===== src/rtl/ssw_regs.svh =====
// Register offsets, field positions, reset values and timing constants of the supply supervisor
`ifndef SSW_REGS_SVH
`define SSW_REGS_SVH

`define SSW_CLK_KHZ          40000
`define SSW_RST_SHORT_MS     50
`define SSW_RST_LONG_MS      200
`define SSW_RST_SHORT_MIN_MS 35
`define SSW_RST_LONG_MIN_MS  140
`define SSW_WD_LONG_MS       1600
`define SSW_WD_SHORT_MS      100

`define SSW_EXT_DIV          64
`define SSW_EXT_DIV_LAST     6'h3f
`define SSW_EXT_RST_CLKS     1024
`define SSW_EXT_WD_LONG_CLKS 65536
`define SSW_EXT_WD_CLKS      4096

`define SSW_OFF_CTRL         8'h00
`define SSW_OFF_STATUS       8'h04
`define SSW_OFF_WD_COUNT     8'h08
`define SSW_OFF_RST_COUNT    8'h0c

`define SSW_CTRL_WD_ALLOW    0
`define SSW_CTRL_LONG_VAR    1
`define SSW_CTRL_RESET       2'h1

`define SSW_ST_RESET_N       0
`define SSW_ST_SUPPLY_OK     1
`define SSW_ST_FAULT_N       2
`define SSW_ST_PF_FLAG_N     3
`define SSW_ST_BACKUP        4
`define SSW_ST_OSC_INT       5
`define SSW_ST_WD_LONG       6

`define SSW_RESP_OKAY        2'h0
`define SSW_RESP_SLVERR      2'h2

`endif


===== src/rtl/ssw_pkg.sv =====
// Types shared by the supply supervisor
package ssw_pkg;

  typedef enum logic {
    SSW_HOLD = 1'b0,
    SSW_RUN  = 1'b1
  } ssw_state_t;

  typedef enum logic [1:0] {
    SSW_STB_LOW   = 2'b00,
    SSW_STB_HIGH  = 2'b01,
    SSW_STB_FLOAT = 2'b10
  } ssw_strobe_t;

endpackage


===== src/rtl/ssw_top.sv =====
// Supply supervisor: timed reset, watchdog, chip-select gating, power-fail flag, AXI4-Lite registers
// Functional notes
// - Reset output low while supply is low or main supply is below backup.
// - Reset held at least 35ms short variant, 140ms long variant after recovery.
// - Unserviced enabled watchdog issues one full reset pulse per timeout period.
// - Active-high reset output is always the inverse of active-low reset.
// - Supply-low indication follows the threshold comparator with no stretching.
// - Supply-low indication also low while main supply is below backup.
// - Floating strobe disables the watchdog; host floats it to keep watchdog off.
// - Strobe constant beyond timeout drives reset and watchdog fault low.
// - Every strobe transition restarts the timer; host toggles within each period.
// - Fault output returns high on strobe transition or supply-low indication falling.
// - Chip-select follows input while supply good, forced high otherwise.
// - Select high uses internal oscillator; low uses oscillator pin timing.
// - External clock divided by 64 before it clocks the watchdog timer.
// - External mode reset time and timeout are fixed external clock counts.
// - Internal mode reset time nominal 50ms short, 200ms long variant.
// - Internal mode oscillator pin level picks 1.6s or 100ms timeout.
// - First watchdog timeout after any reset is the long period: 1.6s internal, 65536 external clocks.
// - Backup-active low on main supply, high when switched to backup.
// - Backup switch comparator hysteresis decides which supply feeds memory.
//
// The AXI4-Lite slave port and the register addresses were decided locally.
`timescale 1ns/1ps
`include "ssw_regs.svh"

module ssw_top #(
  parameter int RST_SHORT_CYC = `SSW_RST_SHORT_MS * `SSW_CLK_KHZ,
  parameter int RST_LONG_CYC  = `SSW_RST_LONG_MS * `SSW_CLK_KHZ,
  parameter int WD_LONG_CYC   = `SSW_WD_LONG_MS * `SSW_CLK_KHZ,
  parameter int WD_SHORT_CYC  = `SSW_WD_SHORT_MS * `SSW_CLK_KHZ
) (
  input  wire logic        clk_sys,
  input  wire logic        nrst,
  input  wire logic        clk_en,
  input  wire logic        supply_threshold_cmp,
  input  wire logic        backup_switch_cmp,
  input  wire logic        powerfail_cmp,
  input  wire logic [1:0]  watchdog_strobe_in,
  input  wire logic        osc_source_sel,
  input  wire logic        osc_pin,
  input  wire logic        ce_in_n,
  output logic             reset_n,
  output logic             reset_hi,
  output logic             supply_low_n,
  output logic             watchdog_fault_n,
  output logic             powerfail_flag_n,
  output logic             backup_active,
  output logic             ce_out_n,
  input  wire logic [7:0]  s_axi_awaddr,
  input  wire logic        s_axi_awvalid,
  output logic             s_axi_awready,
  input  wire logic [31:0] s_axi_wdata,
  input  wire logic [3:0]  s_axi_wstrb,
  input  wire logic        s_axi_wvalid,
  output logic             s_axi_wready,
  output logic [1:0]       s_axi_bresp,
  output logic             s_axi_bvalid,
  input  wire logic        s_axi_bready,
  input  wire logic [7:0]  s_axi_araddr,
  input  wire logic        s_axi_arvalid,
  output logic             s_axi_arready,
  output logic [31:0]      s_axi_rdata,
  output logic [1:0]       s_axi_rresp,
  output logic             s_axi_rvalid,
  input  wire logic        s_axi_rready
);

  function automatic logic [31:0] pick(input logic sel, input int a, input int b);
    pick = sel ? 32'(a) : 32'(b);
  endfunction

  // Core state
  ssw_pkg::ssw_state_t state_ff;
  ssw_pkg::ssw_state_t nxt_state;
  logic [31:0]         rst_cnt_ff;
  logic [31:0]         nxt_rst_cnt;
  logic [31:0]         wd_cnt_ff;
  logic [31:0]         nxt_wd_cnt;
  logic [1:0]          stb_ff;
  logic                wd_long_ff;
  logic                nxt_wd_long;
  logic                fault_n_ff;
  logic                nxt_fault_n;
  logic                osc_prev_ff;
  logic [5:0]          div_ff;
  logic [5:0]          nxt_div;
  logic                reset_n_ff;
  logic                supply_low_n_ff;
  logic                pf_flag_n_ff;
  logic                backup_ff;
  logic                ce_out_n_ff;
  logic [1:0]          ctrl_ff;
  logic [1:0]          nxt_ctrl;

  logic        osc_rise;
  logic        tick;
  logic        supply_bad;
  logic        stb_float;
  logic        trans;
  logic        wd_en;
  logic        expire;
  logic        cause;
  logic        lowline_fall;
  logic [31:0] rst_lim;
  logic [31:0] wd_lim;

  always_comb
  begin
    // Comparator outputs are already synchronous; no extra sync stage
    supply_bad = supply_threshold_cmp | backup_switch_cmp;
    stb_float  = (watchdog_strobe_in != ssw_pkg::SSW_STB_LOW) &&
                 (watchdog_strobe_in != ssw_pkg::SSW_STB_HIGH);
    osc_rise   = osc_pin & ~osc_prev_ff;
    // Divided external clock gives one tick per 64 edges; phase error is tolerated
    tick       = osc_source_sel ? 1'b1 : (osc_rise && (div_ff == `SSW_EXT_DIV_LAST));
    nxt_div    = (!osc_source_sel && osc_rise) ? 6'(div_ff + 6'h1) : div_ff;
    // Internal limits in clk_sys cycles, external ones in divided ticks
    rst_lim    = osc_source_sel ? pick(ctrl_ff[`SSW_CTRL_LONG_VAR], RST_LONG_CYC, RST_SHORT_CYC)
                                : pick(1'b1, `SSW_EXT_RST_CLKS / `SSW_EXT_DIV, 0);
    if (osc_source_sel)
      wd_lim = pick(wd_long_ff || osc_pin, WD_LONG_CYC, WD_SHORT_CYC);
    else
      wd_lim = pick(wd_long_ff, `SSW_EXT_WD_LONG_CLKS / `SSW_EXT_DIV,
                    `SSW_EXT_WD_CLKS / `SSW_EXT_DIV);
    trans      = (watchdog_strobe_in != stb_ff);
    wd_en      = ctrl_ff[`SSW_CTRL_WD_ALLOW] && !stb_float && (state_ff == ssw_pkg::SSW_RUN);
    expire     = wd_en && !trans && tick && ((wd_cnt_ff + 32'h1) >= wd_lim);
    cause      = supply_bad | expire;
    lowline_fall = supply_bad & supply_low_n_ff;
  end

  always_comb
  begin
    nxt_state   = state_ff;
    nxt_rst_cnt = rst_cnt_ff;
    case (state_ff)
      ssw_pkg::SSW_HOLD:
      begin
        if (cause)
          nxt_rst_cnt = 32'h0;
        else if (tick)
        begin
          if ((rst_cnt_ff + 32'h1) >= rst_lim)
          begin
            nxt_state   = ssw_pkg::SSW_RUN;
            nxt_rst_cnt = 32'h0;
          end
          else
            nxt_rst_cnt = rst_cnt_ff + 32'h1;
        end
      end
      ssw_pkg::SSW_RUN:
      begin
        if (cause)
        begin
          nxt_state   = ssw_pkg::SSW_HOLD;
          nxt_rst_cnt = 32'h0;
        end
      end
      default:
      begin
        nxt_state   = ssw_pkg::SSW_HOLD;
        nxt_rst_cnt = 32'h0;
      end
    endcase
  end

  always_comb
  begin
    nxt_wd_cnt  = wd_cnt_ff;
    nxt_wd_long = wd_long_ff;
    nxt_fault_n = fault_n_ff;
    if (!wd_en || trans || expire)
      nxt_wd_cnt = 32'h0;
    else if (tick)
      nxt_wd_cnt = wd_cnt_ff + 32'h1;
    if (nxt_state == ssw_pkg::SSW_HOLD)
      nxt_wd_long = 1'b1;
    else if (trans && (state_ff == ssw_pkg::SSW_RUN))
      nxt_wd_long = 1'b0;
    if (expire)
      nxt_fault_n = 1'b0;
    // Recovery wins over a same-cycle timeout so no service is lost
    if (trans || lowline_fall)
      nxt_fault_n = 1'b1;
  end

  always_ff @(posedge clk_sys)
  begin
    if (!nrst)
    begin
      state_ff        <= ssw_pkg::SSW_HOLD;
      rst_cnt_ff      <= 32'h0;
      wd_cnt_ff       <= 32'h0;
      stb_ff          <= ssw_pkg::SSW_STB_FLOAT;
      wd_long_ff      <= 1'b1;
      fault_n_ff      <= 1'b1;
      osc_prev_ff     <= 1'b0;
      div_ff          <= 6'h0;
      reset_n_ff      <= 1'b0;
      supply_low_n_ff <= 1'b0;
      pf_flag_n_ff    <= 1'b0;
      backup_ff       <= 1'b0;
      ce_out_n_ff     <= 1'b1;
    end
    else if (clk_en)
    begin
      state_ff        <= nxt_state;
      rst_cnt_ff      <= nxt_rst_cnt;
      wd_cnt_ff       <= nxt_wd_cnt;
      stb_ff          <= watchdog_strobe_in;
      wd_long_ff      <= nxt_wd_long;
      fault_n_ff      <= nxt_fault_n;
      osc_prev_ff     <= osc_pin;
      div_ff          <= nxt_div;
      reset_n_ff      <= (nxt_state == ssw_pkg::SSW_RUN);
      supply_low_n_ff <= ~supply_bad;
      pf_flag_n_ff    <= powerfail_cmp & ~backup_switch_cmp;
      backup_ff       <= backup_switch_cmp;
      ce_out_n_ff     <= ce_in_n | supply_bad;
    end
  end

  assign reset_n          = reset_n_ff;
  assign reset_hi         = ~reset_n_ff;
  assign supply_low_n     = supply_low_n_ff;
  assign watchdog_fault_n = fault_n_ff;
  assign powerfail_flag_n = pf_flag_n_ff;
  assign backup_active    = backup_ff;
  assign ce_out_n         = ce_out_n_ff;

  // AXI4-Lite slave; one write and one read in flight, frozen with the rest when clk_en is low
  logic        aw_got_ff;
  logic        nxt_aw_got;
  logic [7:0]  aw_addr_ff;
  logic [7:0]  nxt_aw_addr;
  logic        w_got_ff;
  logic        nxt_w_got;
  logic [31:0] w_data_ff;
  logic [31:0] nxt_w_data;
  logic        w_strb0_ff;
  logic        nxt_w_strb0;
  logic        bvalid_ff;
  logic        nxt_bvalid;
  logic [1:0]  bresp_ff;
  logic [1:0]  nxt_bresp;
  logic        rvalid_ff;
  logic        nxt_rvalid;
  logic [31:0] rdata_ff;
  logic [31:0] nxt_rdata;
  logic [1:0]  rresp_ff;
  logic [1:0]  nxt_rresp;
  logic [31:0] status_word;

  always_comb
  begin
    status_word = 32'h0;
    status_word[`SSW_ST_RESET_N]   = reset_n_ff;
    status_word[`SSW_ST_SUPPLY_OK] = supply_low_n_ff;
    status_word[`SSW_ST_FAULT_N]   = fault_n_ff;
    status_word[`SSW_ST_PF_FLAG_N] = pf_flag_n_ff;
    status_word[`SSW_ST_BACKUP]    = backup_ff;
    status_word[`SSW_ST_OSC_INT]   = osc_source_sel;
    status_word[`SSW_ST_WD_LONG]   = wd_long_ff;
  end

  assign s_axi_awready = clk_en && !aw_got_ff && !bvalid_ff;
  assign s_axi_wready  = clk_en && !w_got_ff && !bvalid_ff;
  assign s_axi_arready = clk_en && !rvalid_ff;
  assign s_axi_bvalid  = bvalid_ff;
  assign s_axi_bresp   = bresp_ff;
  assign s_axi_rvalid  = rvalid_ff;
  assign s_axi_rdata   = rdata_ff;
  assign s_axi_rresp   = rresp_ff;

  always_comb
  begin
    nxt_aw_got  = aw_got_ff;
    nxt_aw_addr = aw_addr_ff;
    nxt_w_got   = w_got_ff;
    nxt_w_data  = w_data_ff;
    nxt_w_strb0 = w_strb0_ff;
    nxt_bvalid  = bvalid_ff;
    nxt_bresp   = bresp_ff;
    nxt_ctrl    = ctrl_ff;
    nxt_rvalid  = rvalid_ff;
    nxt_rdata   = rdata_ff;
    nxt_rresp   = rresp_ff;
    if (s_axi_awvalid && s_axi_awready)
    begin
      nxt_aw_got  = 1'b1;
      nxt_aw_addr = s_axi_awaddr;
    end
    if (s_axi_wvalid && s_axi_wready)
    begin
      nxt_w_got   = 1'b1;
      nxt_w_data  = s_axi_wdata;
      nxt_w_strb0 = s_axi_wstrb[0];
    end
    if (aw_got_ff && w_got_ff && !bvalid_ff)
    begin
      nxt_aw_got = 1'b0;
      nxt_w_got  = 1'b0;
      nxt_bvalid = 1'b1;
      // Only the control word is writable; the others answer with an error
      if (aw_addr_ff == `SSW_OFF_CTRL)
      begin
        nxt_bresp = `SSW_RESP_OKAY;
        if (w_strb0_ff)
          nxt_ctrl = w_data_ff[1:0];
      end
      else
        nxt_bresp = `SSW_RESP_SLVERR;
    end
    else if (bvalid_ff && s_axi_bready)
      nxt_bvalid = 1'b0;
    if (s_axi_arvalid && s_axi_arready)
    begin
      nxt_rvalid = 1'b1;
      nxt_rresp  = `SSW_RESP_OKAY;
      case (s_axi_araddr)
        `SSW_OFF_CTRL:      nxt_rdata = {30'h0, ctrl_ff};
        `SSW_OFF_STATUS:    nxt_rdata = status_word;
        `SSW_OFF_WD_COUNT:  nxt_rdata = wd_cnt_ff;
        `SSW_OFF_RST_COUNT: nxt_rdata = rst_cnt_ff;
        default:
        begin
          nxt_rdata = 32'h0;
          nxt_rresp = `SSW_RESP_SLVERR;
        end
      endcase
    end
    else if (rvalid_ff && s_axi_rready)
      nxt_rvalid = 1'b0;
  end

  always_ff @(posedge clk_sys)
  begin
    if (!nrst)
    begin
      aw_got_ff  <= 1'b0;
      aw_addr_ff <= 8'h0;
      w_got_ff   <= 1'b0;
      w_data_ff  <= 32'h0;
      w_strb0_ff <= 1'b0;
      bvalid_ff  <= 1'b0;
      bresp_ff   <= 2'h0;
      ctrl_ff    <= `SSW_CTRL_RESET;
      rvalid_ff  <= 1'b0;
      rdata_ff   <= 32'h0;
      rresp_ff   <= 2'h0;
    end
    else if (clk_en)
    begin
      aw_got_ff  <= nxt_aw_got;
      aw_addr_ff <= nxt_aw_addr;
      w_got_ff   <= nxt_w_got;
      w_data_ff  <= nxt_w_data;
      w_strb0_ff <= nxt_w_strb0;
      bvalid_ff  <= nxt_bvalid;
      bresp_ff   <= nxt_bresp;
      ctrl_ff    <= nxt_ctrl;
      rvalid_ff  <= nxt_rvalid;
      rdata_ff   <= nxt_rdata;
      rresp_ff   <= nxt_rresp;
    end
  end
endmodule // ssw_top


===== config.mk =====
export PLATFORM = sky130hd
export DESIGN_NAME = ssw_top
export DESIGN_NICKNAME = d
export VERILOG_FILES = /design/src/rtl/ssw_pkg.sv /design/src/rtl/ssw_top.sv
export VERILOG_INCLUDE_DIRS = /design/src /design/src/rtl
export SDC_FILE = /design/constraint.sdc
export NUM_CORES = 1
export LEC_CHECK = 0
export ABC_AREA = 0
export BUFFER_PORTS_ARGS = -buffer_cell sky130_fd_sc_hd__buf_2
export CORE_MARGIN = 10
export CORE_UTILIZATION = 56
export DETAILED_ROUTE_END_ITERATION = 10
export PLACE_DENSITY = 0.84
export RECOVER_POWER = 25
export SYNTH_ARGS = -nofsm -noshare
export SYNTH_HDL_FRONTEND = slang
export SYNTH_SLANG_ARGS = --single-unit

===== constraint.sdc =====
create_clock -name clk_sys -period 6.6 [get_ports clk_sys]
set_input_delay 0.66 -clock clk_sys [delete_from_list [all_inputs] [get_ports clk_sys]]
set_output_delay 0.66 -clock clk_sys [all_outputs]
set_load 0.005 [all_outputs]

==> impl_metrics.json, run 1 <==
{
  "netSwitchingFraction_pct": 23.61,
  "coreArea_mm2": 0.01319,
  "yosysWarnings": 0,
  "via_per_inst": 6.137,
  "fin_crit_sh_pct": 76.28,
  "endpoint": "rst_cnt_ff[2]",
  "finClkSkew_ns": 0.009881,
  "netlist_area_mm2": 0.007528,
  "top_level_ports": 116,
  "die_area_mm2": 0.01848,
  "synthToLayoutAreaGrowth_pct": 12.03,
  "start_util_pct": 57.08,
  "via_count": 7143,
  "critical_path.endpoint_type": "flop",
  "run_status": "complete, no violations",
  "r2r_start": "wd_cnt_ff[0]",
  "htreeDepth": 4,
  "crit_chain": "ha_1 -> and2_1 -> nand4_1 -> or3_1 -> nor2_1 -> xor2_1 -> ha_1 -> and4_1 -> a221oi_1 -> o211ai_1 -> o211ai_1 -> a41oi_1 -> buf_4 -> nor2_2 -> a221o_1",
  "post_cts_buffers": 0,
  "p_clk_share_pct": 49.2,
  "synth_compound_area_share_pct": 16.12,
  "layout-drive-gt1-share_pct": 10.12,
  "hold_viol": 0,
  "cp.arrival_ns": 5.40,
  "row_count": 42,
  "fin_ws_ns": 1.566,
  "grt_max_degree": 90,
  "slew_violations": 0,
  "post-dp-hpwl_mm": 14.63,
  "crit_path_start_kind": "flop",
  "synth_simple_gate_area_share_pct": 27.47,
  "async_flop_share_pct": 0,
  "seq_area_mm2": 0.002623,
  "cp-startpoint": "wd_cnt_ff[0]",
  "setup_viol": 0,
  "multi_input_area_mm2": 0.004588,
  "clock_latency_ns": 0.43,
  "p_switching_mw": 0.4221,
  "ant_nets": 0,
  "synthAdderAreaFrac_pct": 4.986,
  "wl_mm": 20.68,
  "worst-path-buf-inv": 1,
  "total_leakage_power_nw": 3.282,
  "cts-hold-fix-buffers": 0,
  "synth-edff-count": 0,
  "final.setup.tns_ns": 0,
  "dpl_worst_slack_ns": 1.747,
  "maxSlewHeadroom_pct": 4.566,
  "numClockSinks": 131,
  "rsz0062_at_grt": "false",
  "synth-seq-area-share_pct": 34.83,
  "grt_usage_pct": 22.64,
  "cts_inserted_buffers": 17,
  "drcViolationCount": 0,
  "synth_top_family_by_area": "simple AND/OR/NAND/NOR gates",
  "wire_per_inst_um": 17.77,
  "rr_worst_depth": 15,
  "antenna_found_initial": 0,
  "grt_pass1_vias": 6741,
  "firstDrtPassIters": 5,
  "path_clk_slew_ns": 0.05,
  "drt-initial-drc-count": 774,
  "io_buffers": 80,
  "grt_overflow": 0,
  "synth_xor_area_share_pct": 5.002,
  "root_buffer": "clkbuf_16",
  "cts_buffer_depth": 2,
  "synth_top_area_share_pct": 34.83,
  "cpPeakStageDelay_ns": 0.62,
  "ys_top_cells_by_area": "dfxtp_1 35%, nor2_1 6.8%, mux2i_1 6.0%",
  "cts_tree": "yes",
  "crit_family": "simple AND/OR/NAND/NOR gates",
  "cts_resized": 0,
  "antenna_cells": 0,
  "grt_first_pass_wirelength_mm": 34.06,
  "path_depth": 15,
  "n_fill_cell": 1110,
  "min_period_ns": 5.034,
  "synth_flop_cell": "dfxtp_1",
  "synth.largest_area_cell": "dfxtp_1",
  "holdWs_ns": 0.4480,
  "ys_ff_latch": 131,
  "postSynthAreaPerCell_um2": 8.078,
  "min_path_type": "flop to flop",
  "path_class": "flop to flop",
  "fp.dieH_um": 135.9,
  "p_comb_share_pct": 5.8,
  "cpMaxStageDelayCell": "nor2_2",
  "r2r_slack_ns": 1.57,
  "die_w_um": 135.9,
  "ys_types": 73,
  "r2r_end": "rst_cnt_ff[2]",
  "path_max_fanout": 18,
  "worstPathRequired_ns": 6.96,
  "muxShareOfSynthArea_pct": 7.180,
  "max-cap-violations": 0,
  "intPower_mw": 1.366,
  "seq_power_share_pct": 45.0,
  "max_freq_mhz": 198.6,
  "synth_cells": 932,
  "worst_pin_slew_ns": 1.432,
  "layout.nets": 1074,
  "ir_drop_mv": 0.2139,
  "power.density_mw_per_mm2": 212.0,
  "place.gp.congestion": 0.9206
}
==> flip-flops by register name, indices dropped and copies added (netlist names), 2 cells and up <==
name,cells
div_ff,6
wd_cnt_ff,32
stb_ff,2
ctrl_ff,2
s_axi_rdata,32
w_data_ff,2
rst_cnt_ff,32
aw_addr_ff,8
==> how the worst min path moves through the flow <==
stage                             start  slack, ns  cells past startpoint       endpoint
after floorplan           aw_addr_ff[4]       0.43                      2  aw_addr_ff[4]
after global placement    aw_addr_ff[6]       0.44                      2  aw_addr_ff[6]
after detailed placement  aw_addr_ff[6]       0.44                      2  aw_addr_ff[6]
final                     aw_addr_ff[6]       0.45                      2  aw_addr_ff[6]
after global routing      aw_addr_ff[7]       0.47                      2  aw_addr_ff[7]
after CTS                 aw_addr_ff[6]       0.45                      2  aw_addr_ff[6]
==> stage by stage <==
stage	instance area [um^2]	std cells	utilization [%]	power [mW]
final	8434	1164	63.94	1.788
after global placement	7933	1133	60.14	0.9203
after detailed placement	7933	1133	60.14	0.9226
after floorplan	7532	933	-	0.8870
after CTS	8477	1164	64.27	1.792
after global routing	8434	1164	63.94	1.838
==> cell type report <==
class	count	area share [%]
tap	176	2.611
sequential	131	31.09
inverter	15	0.6676
multi-input combinational	725	54.40
timing repair buffer	86	4.777
clock inverter	10	0.9939
clock buffer	21	5.459
==> worst min-delay path, delay by kind of cell (launching register included) <==
family | cells | cell delay, ns
AOI/OAI and AO/OA | 1 | 0.05
DFF | 1 | 0.30
and+or+nand+nor | 1 | 0.05
==> synth_stat cells, drive strengths merged, types with 3 or more instances <==
| cell | count |
|---|---|
| a32oi | 4 |
| nand3 | 40 |
| nand2b | 8 |
| a21oi | 53 |
| or4 | 4 |
| and3 | 20 |
| nand2 | 87 |
| o22ai | 3 |
| buf | 26 |
| nand4b | 4 |
| and4 | 5 |
| o2111ai | 4 |
| o211ai | 4 |
| a221o | 3 |
| xor2 | 14 |
| nor2 | 137 |
| nand4 | 21 |
| nor2b | 11 |
| nand3b | 5 |
| inv | 15 |
| nor4b | 3 |
| o21ai | 33 |
| mux2i | 45 |
| a22oi | 23 |
| mux2 | 4 |
| clkbuf | 36 |
| o31ai | 10 |
| o2bb2ai | 3 |
| xnor2 | 29 |
| a211oi | 3 |
| a22o | 6 |
| dfxtp | 131 |
| a31oi | 4 |
| nor3 | 23 |
| a21o | 6 |
| or3 | 9 |
| and2 | 25 |
| nor4 | 13 |
| ha | 30 |
==> power by group through the flow <==
stage	combinational, mW	sequential, mW	clock, mW
after floorplan	0.0668	0.820	0
after global placement	0.0995	0.821	0
after detailed placement	0.101	0.821	0
after CTS	0.102	0.804	0.886
after global routing	0.113	0.805	0.920
final	0.103	0.804	0.880
==> layer usage <==
| metal | vias to the layer above | track usage [%] | wire length [um] |
|---|---|---|---|
| li1 | 3431 | - | - |
| met1 | 3386 | 28.26 | 8650 |
| met2 | 293 | 37.45 | 9928 |
| met3 | 33 | 5.461 | 1728 |
| met4 | 0 | 7.515 | 374 |
| met5 | - | 0 | 0 |
==> logic make-up (layout without fill, tap and decap cells) <==
kind of cell             after synthesis  count (layout)
other                                  1               2
buffers and inverters                 77             132
flip-flops                           131             131
AND/OR/NAND/NOR                      419             419
XOR/XNOR                              43              43
AO/OA/AOI/OAI                        180             180
adder cells (fa/ha/maj)               30              30
multiplexers                          51              51
==> layout by cell type, fill, tap and decap left out, drive strengths merged, types with 5 or more instances in the layout <==
cell type / instances
nor4: 13
xnor2: 29
and4: 5
clkinv: 6
nand2b: 8
dfxtp: 131
and2: 25
nor2: 137
nor2b: 11
a22oi: 23
and3: 20
ha: 30
nand3b: 5
o21ai: 33
buf: 52
or3: 9
xor2: 14
a22o: 6
clkbuf: 55
nand2: 87
o31ai: 10
a21o: 6
a21oi: 53
inv: 16
mux2i: 45
nand3: 40
nand4: 21
nor3: 23
No activity file was read; power rests on OpenSTA's default activity.
==> run 2, diff against run 1 <==
==> constraint.sdc (replaced) <==
create_clock -name clk_sys -period 4.9 [get_ports clk_sys]
set_input_delay 0.49 -clock clk_sys [delete_from_list [all_inputs] [get_ports clk_sys]]
set_output_delay 0.49 -clock clk_sys [all_outputs]
set_load 0.005 [all_outputs]
==> run 2 against run 1 <==
Cell area increased by 2.3%. Largest cell class unchanged. Sequential share of layout area decreased by 0.70 points. Routed wire length increased by 3.8%. Worst setup slack lost 1.2 ns. Flip-flop and latch count is the same. Largest power group unchanged. Global-route usage is 0.76 points higher. First-iteration DRC count increased by 21%. Clock skew rose by 0.0013 ns.
==> impl_metrics.json, run 2 (synthesized netlist as in run 1, its figures left out) <==
{
  "power.total_mw": 2.554,
  "post-dp-hpwl_mm": 14.98,
  "r2r_start": "wd_cnt_ff[0]",
  "total_leakage_power_nw": 3.406,
  "fp.dieH_um": 135.9,
  "mostFrequentLayoutCells": "136 x nor2_1, 131 x dfxtp_1, 86 x nand2_1",
  "fin_ws_ns": 0.3916,
  "via_count": 7330,
  "min_period_ns": 4.508,
  "cts_tree": "yes",
  "dpl_worst_slack_ns": 0.5581,
  "worstHoldStart": "s_axi_awaddr[1]",
  "min_path_cells": 3,
  "drt-initial-drc-count": 934,
  "via_per_inst": 6.207,
  "cts_buffer_depth": 2,
  "antenna_found_initial": 0,
  "layout-drive-gt1-share_pct": 11.94,
  "fin_util_pct": 65.41,
  "setup_viol": 0,
  "cpMaxStageDelayCell": "or3_1",
  "slew_violations": 0,
  "max_freq_mhz": 221.8,
  "grt_max_degree": 49,
  "fin_area_mm2": 0.008628,
  "min_path_type": "input port to flop",
  "crit_chain": "ha_1 -> and2_1 -> nand4_1 -> or3_1 -> nor2_1 -> xor2_1 -> ha_1 -> and4_1 -> a221oi_1 -> o211ai_1 -> o211ai_1 -> a41oi_1 -> nor2_2 -> buf_4 -> a22o_1",
  "finClkSkew_ns": 0.01120,
  "cp.arrival_ns": 4.89,
  "htreeDepth": 4,
  "synthToLayoutAreaGrowth_pct": 14.61,
  "grt_pass1_vias": 6903,
  "worstPathRequired_ns": 5.28,
  "clock_latency_ns": 0.44,
  "firstDrtPassIters": 5,
  "root_buffer": "clkbuf_16",
  "rr_worst_depth": 15,
  "crit_path_start_kind": "flop",
  "run_status": "complete, no violations",
  "cp-startpoint": "wd_cnt_ff[0]",
  "wl_mm": 21.47,
  "grt_usage_pct": 23.40,
  "io_buffers": 80,
  "row_count": 42,
  "die_area_mm2": 0.01848,
  "r2r_slack_ns": 0.39,
  "layout.nets": 1091,
  "antenna_cells": 0,
  "seq_area_mm2": 0.002623,
  "path_class": "flop to flop",
  "ant_nets": 0,
  "fin_crit_sh_pct": 92.01,
  "die_w_um": 135.9,
  "cts-hold-fix-buffers": 0,
  "multi_input_area_mm2": 0.004588,
  "grt_overflow": 0,
  "cts_inserted_buffers": 17,
  "worst_pin_slew_ns": 1.431,
  "rsz0062_at_grt": "false",
  "final_common_cell": "nor2_1",
  "wire_per_inst_um": 18.18,
  "numClockSinks": 131,
  "path_clk_slew_ns": 0.06,
  "n_fill_cell": 1087,
  "drcViolationCount": 0,
  "place_area_mm2": 0.008045,
  "power.density_mw_per_mm2": 296.0,
  "grt_first_pass_wirelength_mm": 34.62,
  "path_max_fanout": 13,
  "maxSlewHeadroom_pct": 4.582,
  "top_level_ports": 116,
  "coreArea_mm2": 0.01319,
  "max-cap-violations": 0,
  "hold_viol": 0,
  "critical_path.endpoint_type": "flop",
  "place.gp.congestion": 0.9259,
  "start_util_pct": 57.08,
  "cpPeakStageDelay_ns": 0.49,
  "final.setup.tns_ns": 0,
  "ir_drop_mv": 0.2398
}
## run 2: changes by cell type in the layout (fill, tap and decap cells not counted), moves of 3 or more
cell	delta
buf_4	+17
buf_2	+3
bufinv_16	+3
clkbuf_1	-3
## run 2: worst max-delay path: cells and delay by family, from the launching register on
family,cells,cell delay (ns)
XOR/XNOR,1,0.23
adder cells (fa/ha/maj),2,0.52
flip-flops,1,0.44
AO/OA/AOI/OAI,5,1.38
AND/OR/NAND/NOR,6,1.61
buffers and inverters,1,0.26
## run 2: worst paths after layout
| path | to |
|---|---|
| setup / recovery | rst_cnt_ff[18] |
| hold / removal | aw_addr_ff[1] |
| setup reg to reg | rst_cnt_ff[18] |
| hold reg to reg | aw_addr_ff[2] |
## run 2: final cells by class
type                       instances  share of cell area, %
inverter                          15                 0.6526
multi-input combinational        725                  53.18
clock buffer                      20                  5.177
tap                              176                  2.552
sequential                       131                  30.39
timing repair buffer             103                  6.192
clock inverter                    11                  1.856
## run 2: what timing repair did
action                                  CTS  global route
resized for setup                         0             0
setup buffers                             0             2
endpoints found under the setup margin    0            16
## run 2: metrics by stage
| step | std cells | hold WS, ns |
|---|---|---|
| final | 1181 | 0.2883 |
| after global routing | 1181 | 0.3073 |
| after CTS | 1179 | 0.2900 |
| after detailed placement | 1148 | 0.4489 |
| after global placement | 1148 | 0.4398 |
| after floorplan | 933 | 0.4308 |
## run 2: power breakdown
part	switching [mW]	internal [mW]
sequential	0.00693	1.08
clock	0.473	0.855
combinational	0.0927	0.0492
total	0.573	1.98
## run 2: per-layer routing
layer	part of all wire [%]	routed length [um]	track usage, %
met5	0	0	0
met2	48	10380	38.96
met1	40	8674	28.37
met3	8.3	1774	4.982
met4	3.0	643	10.53
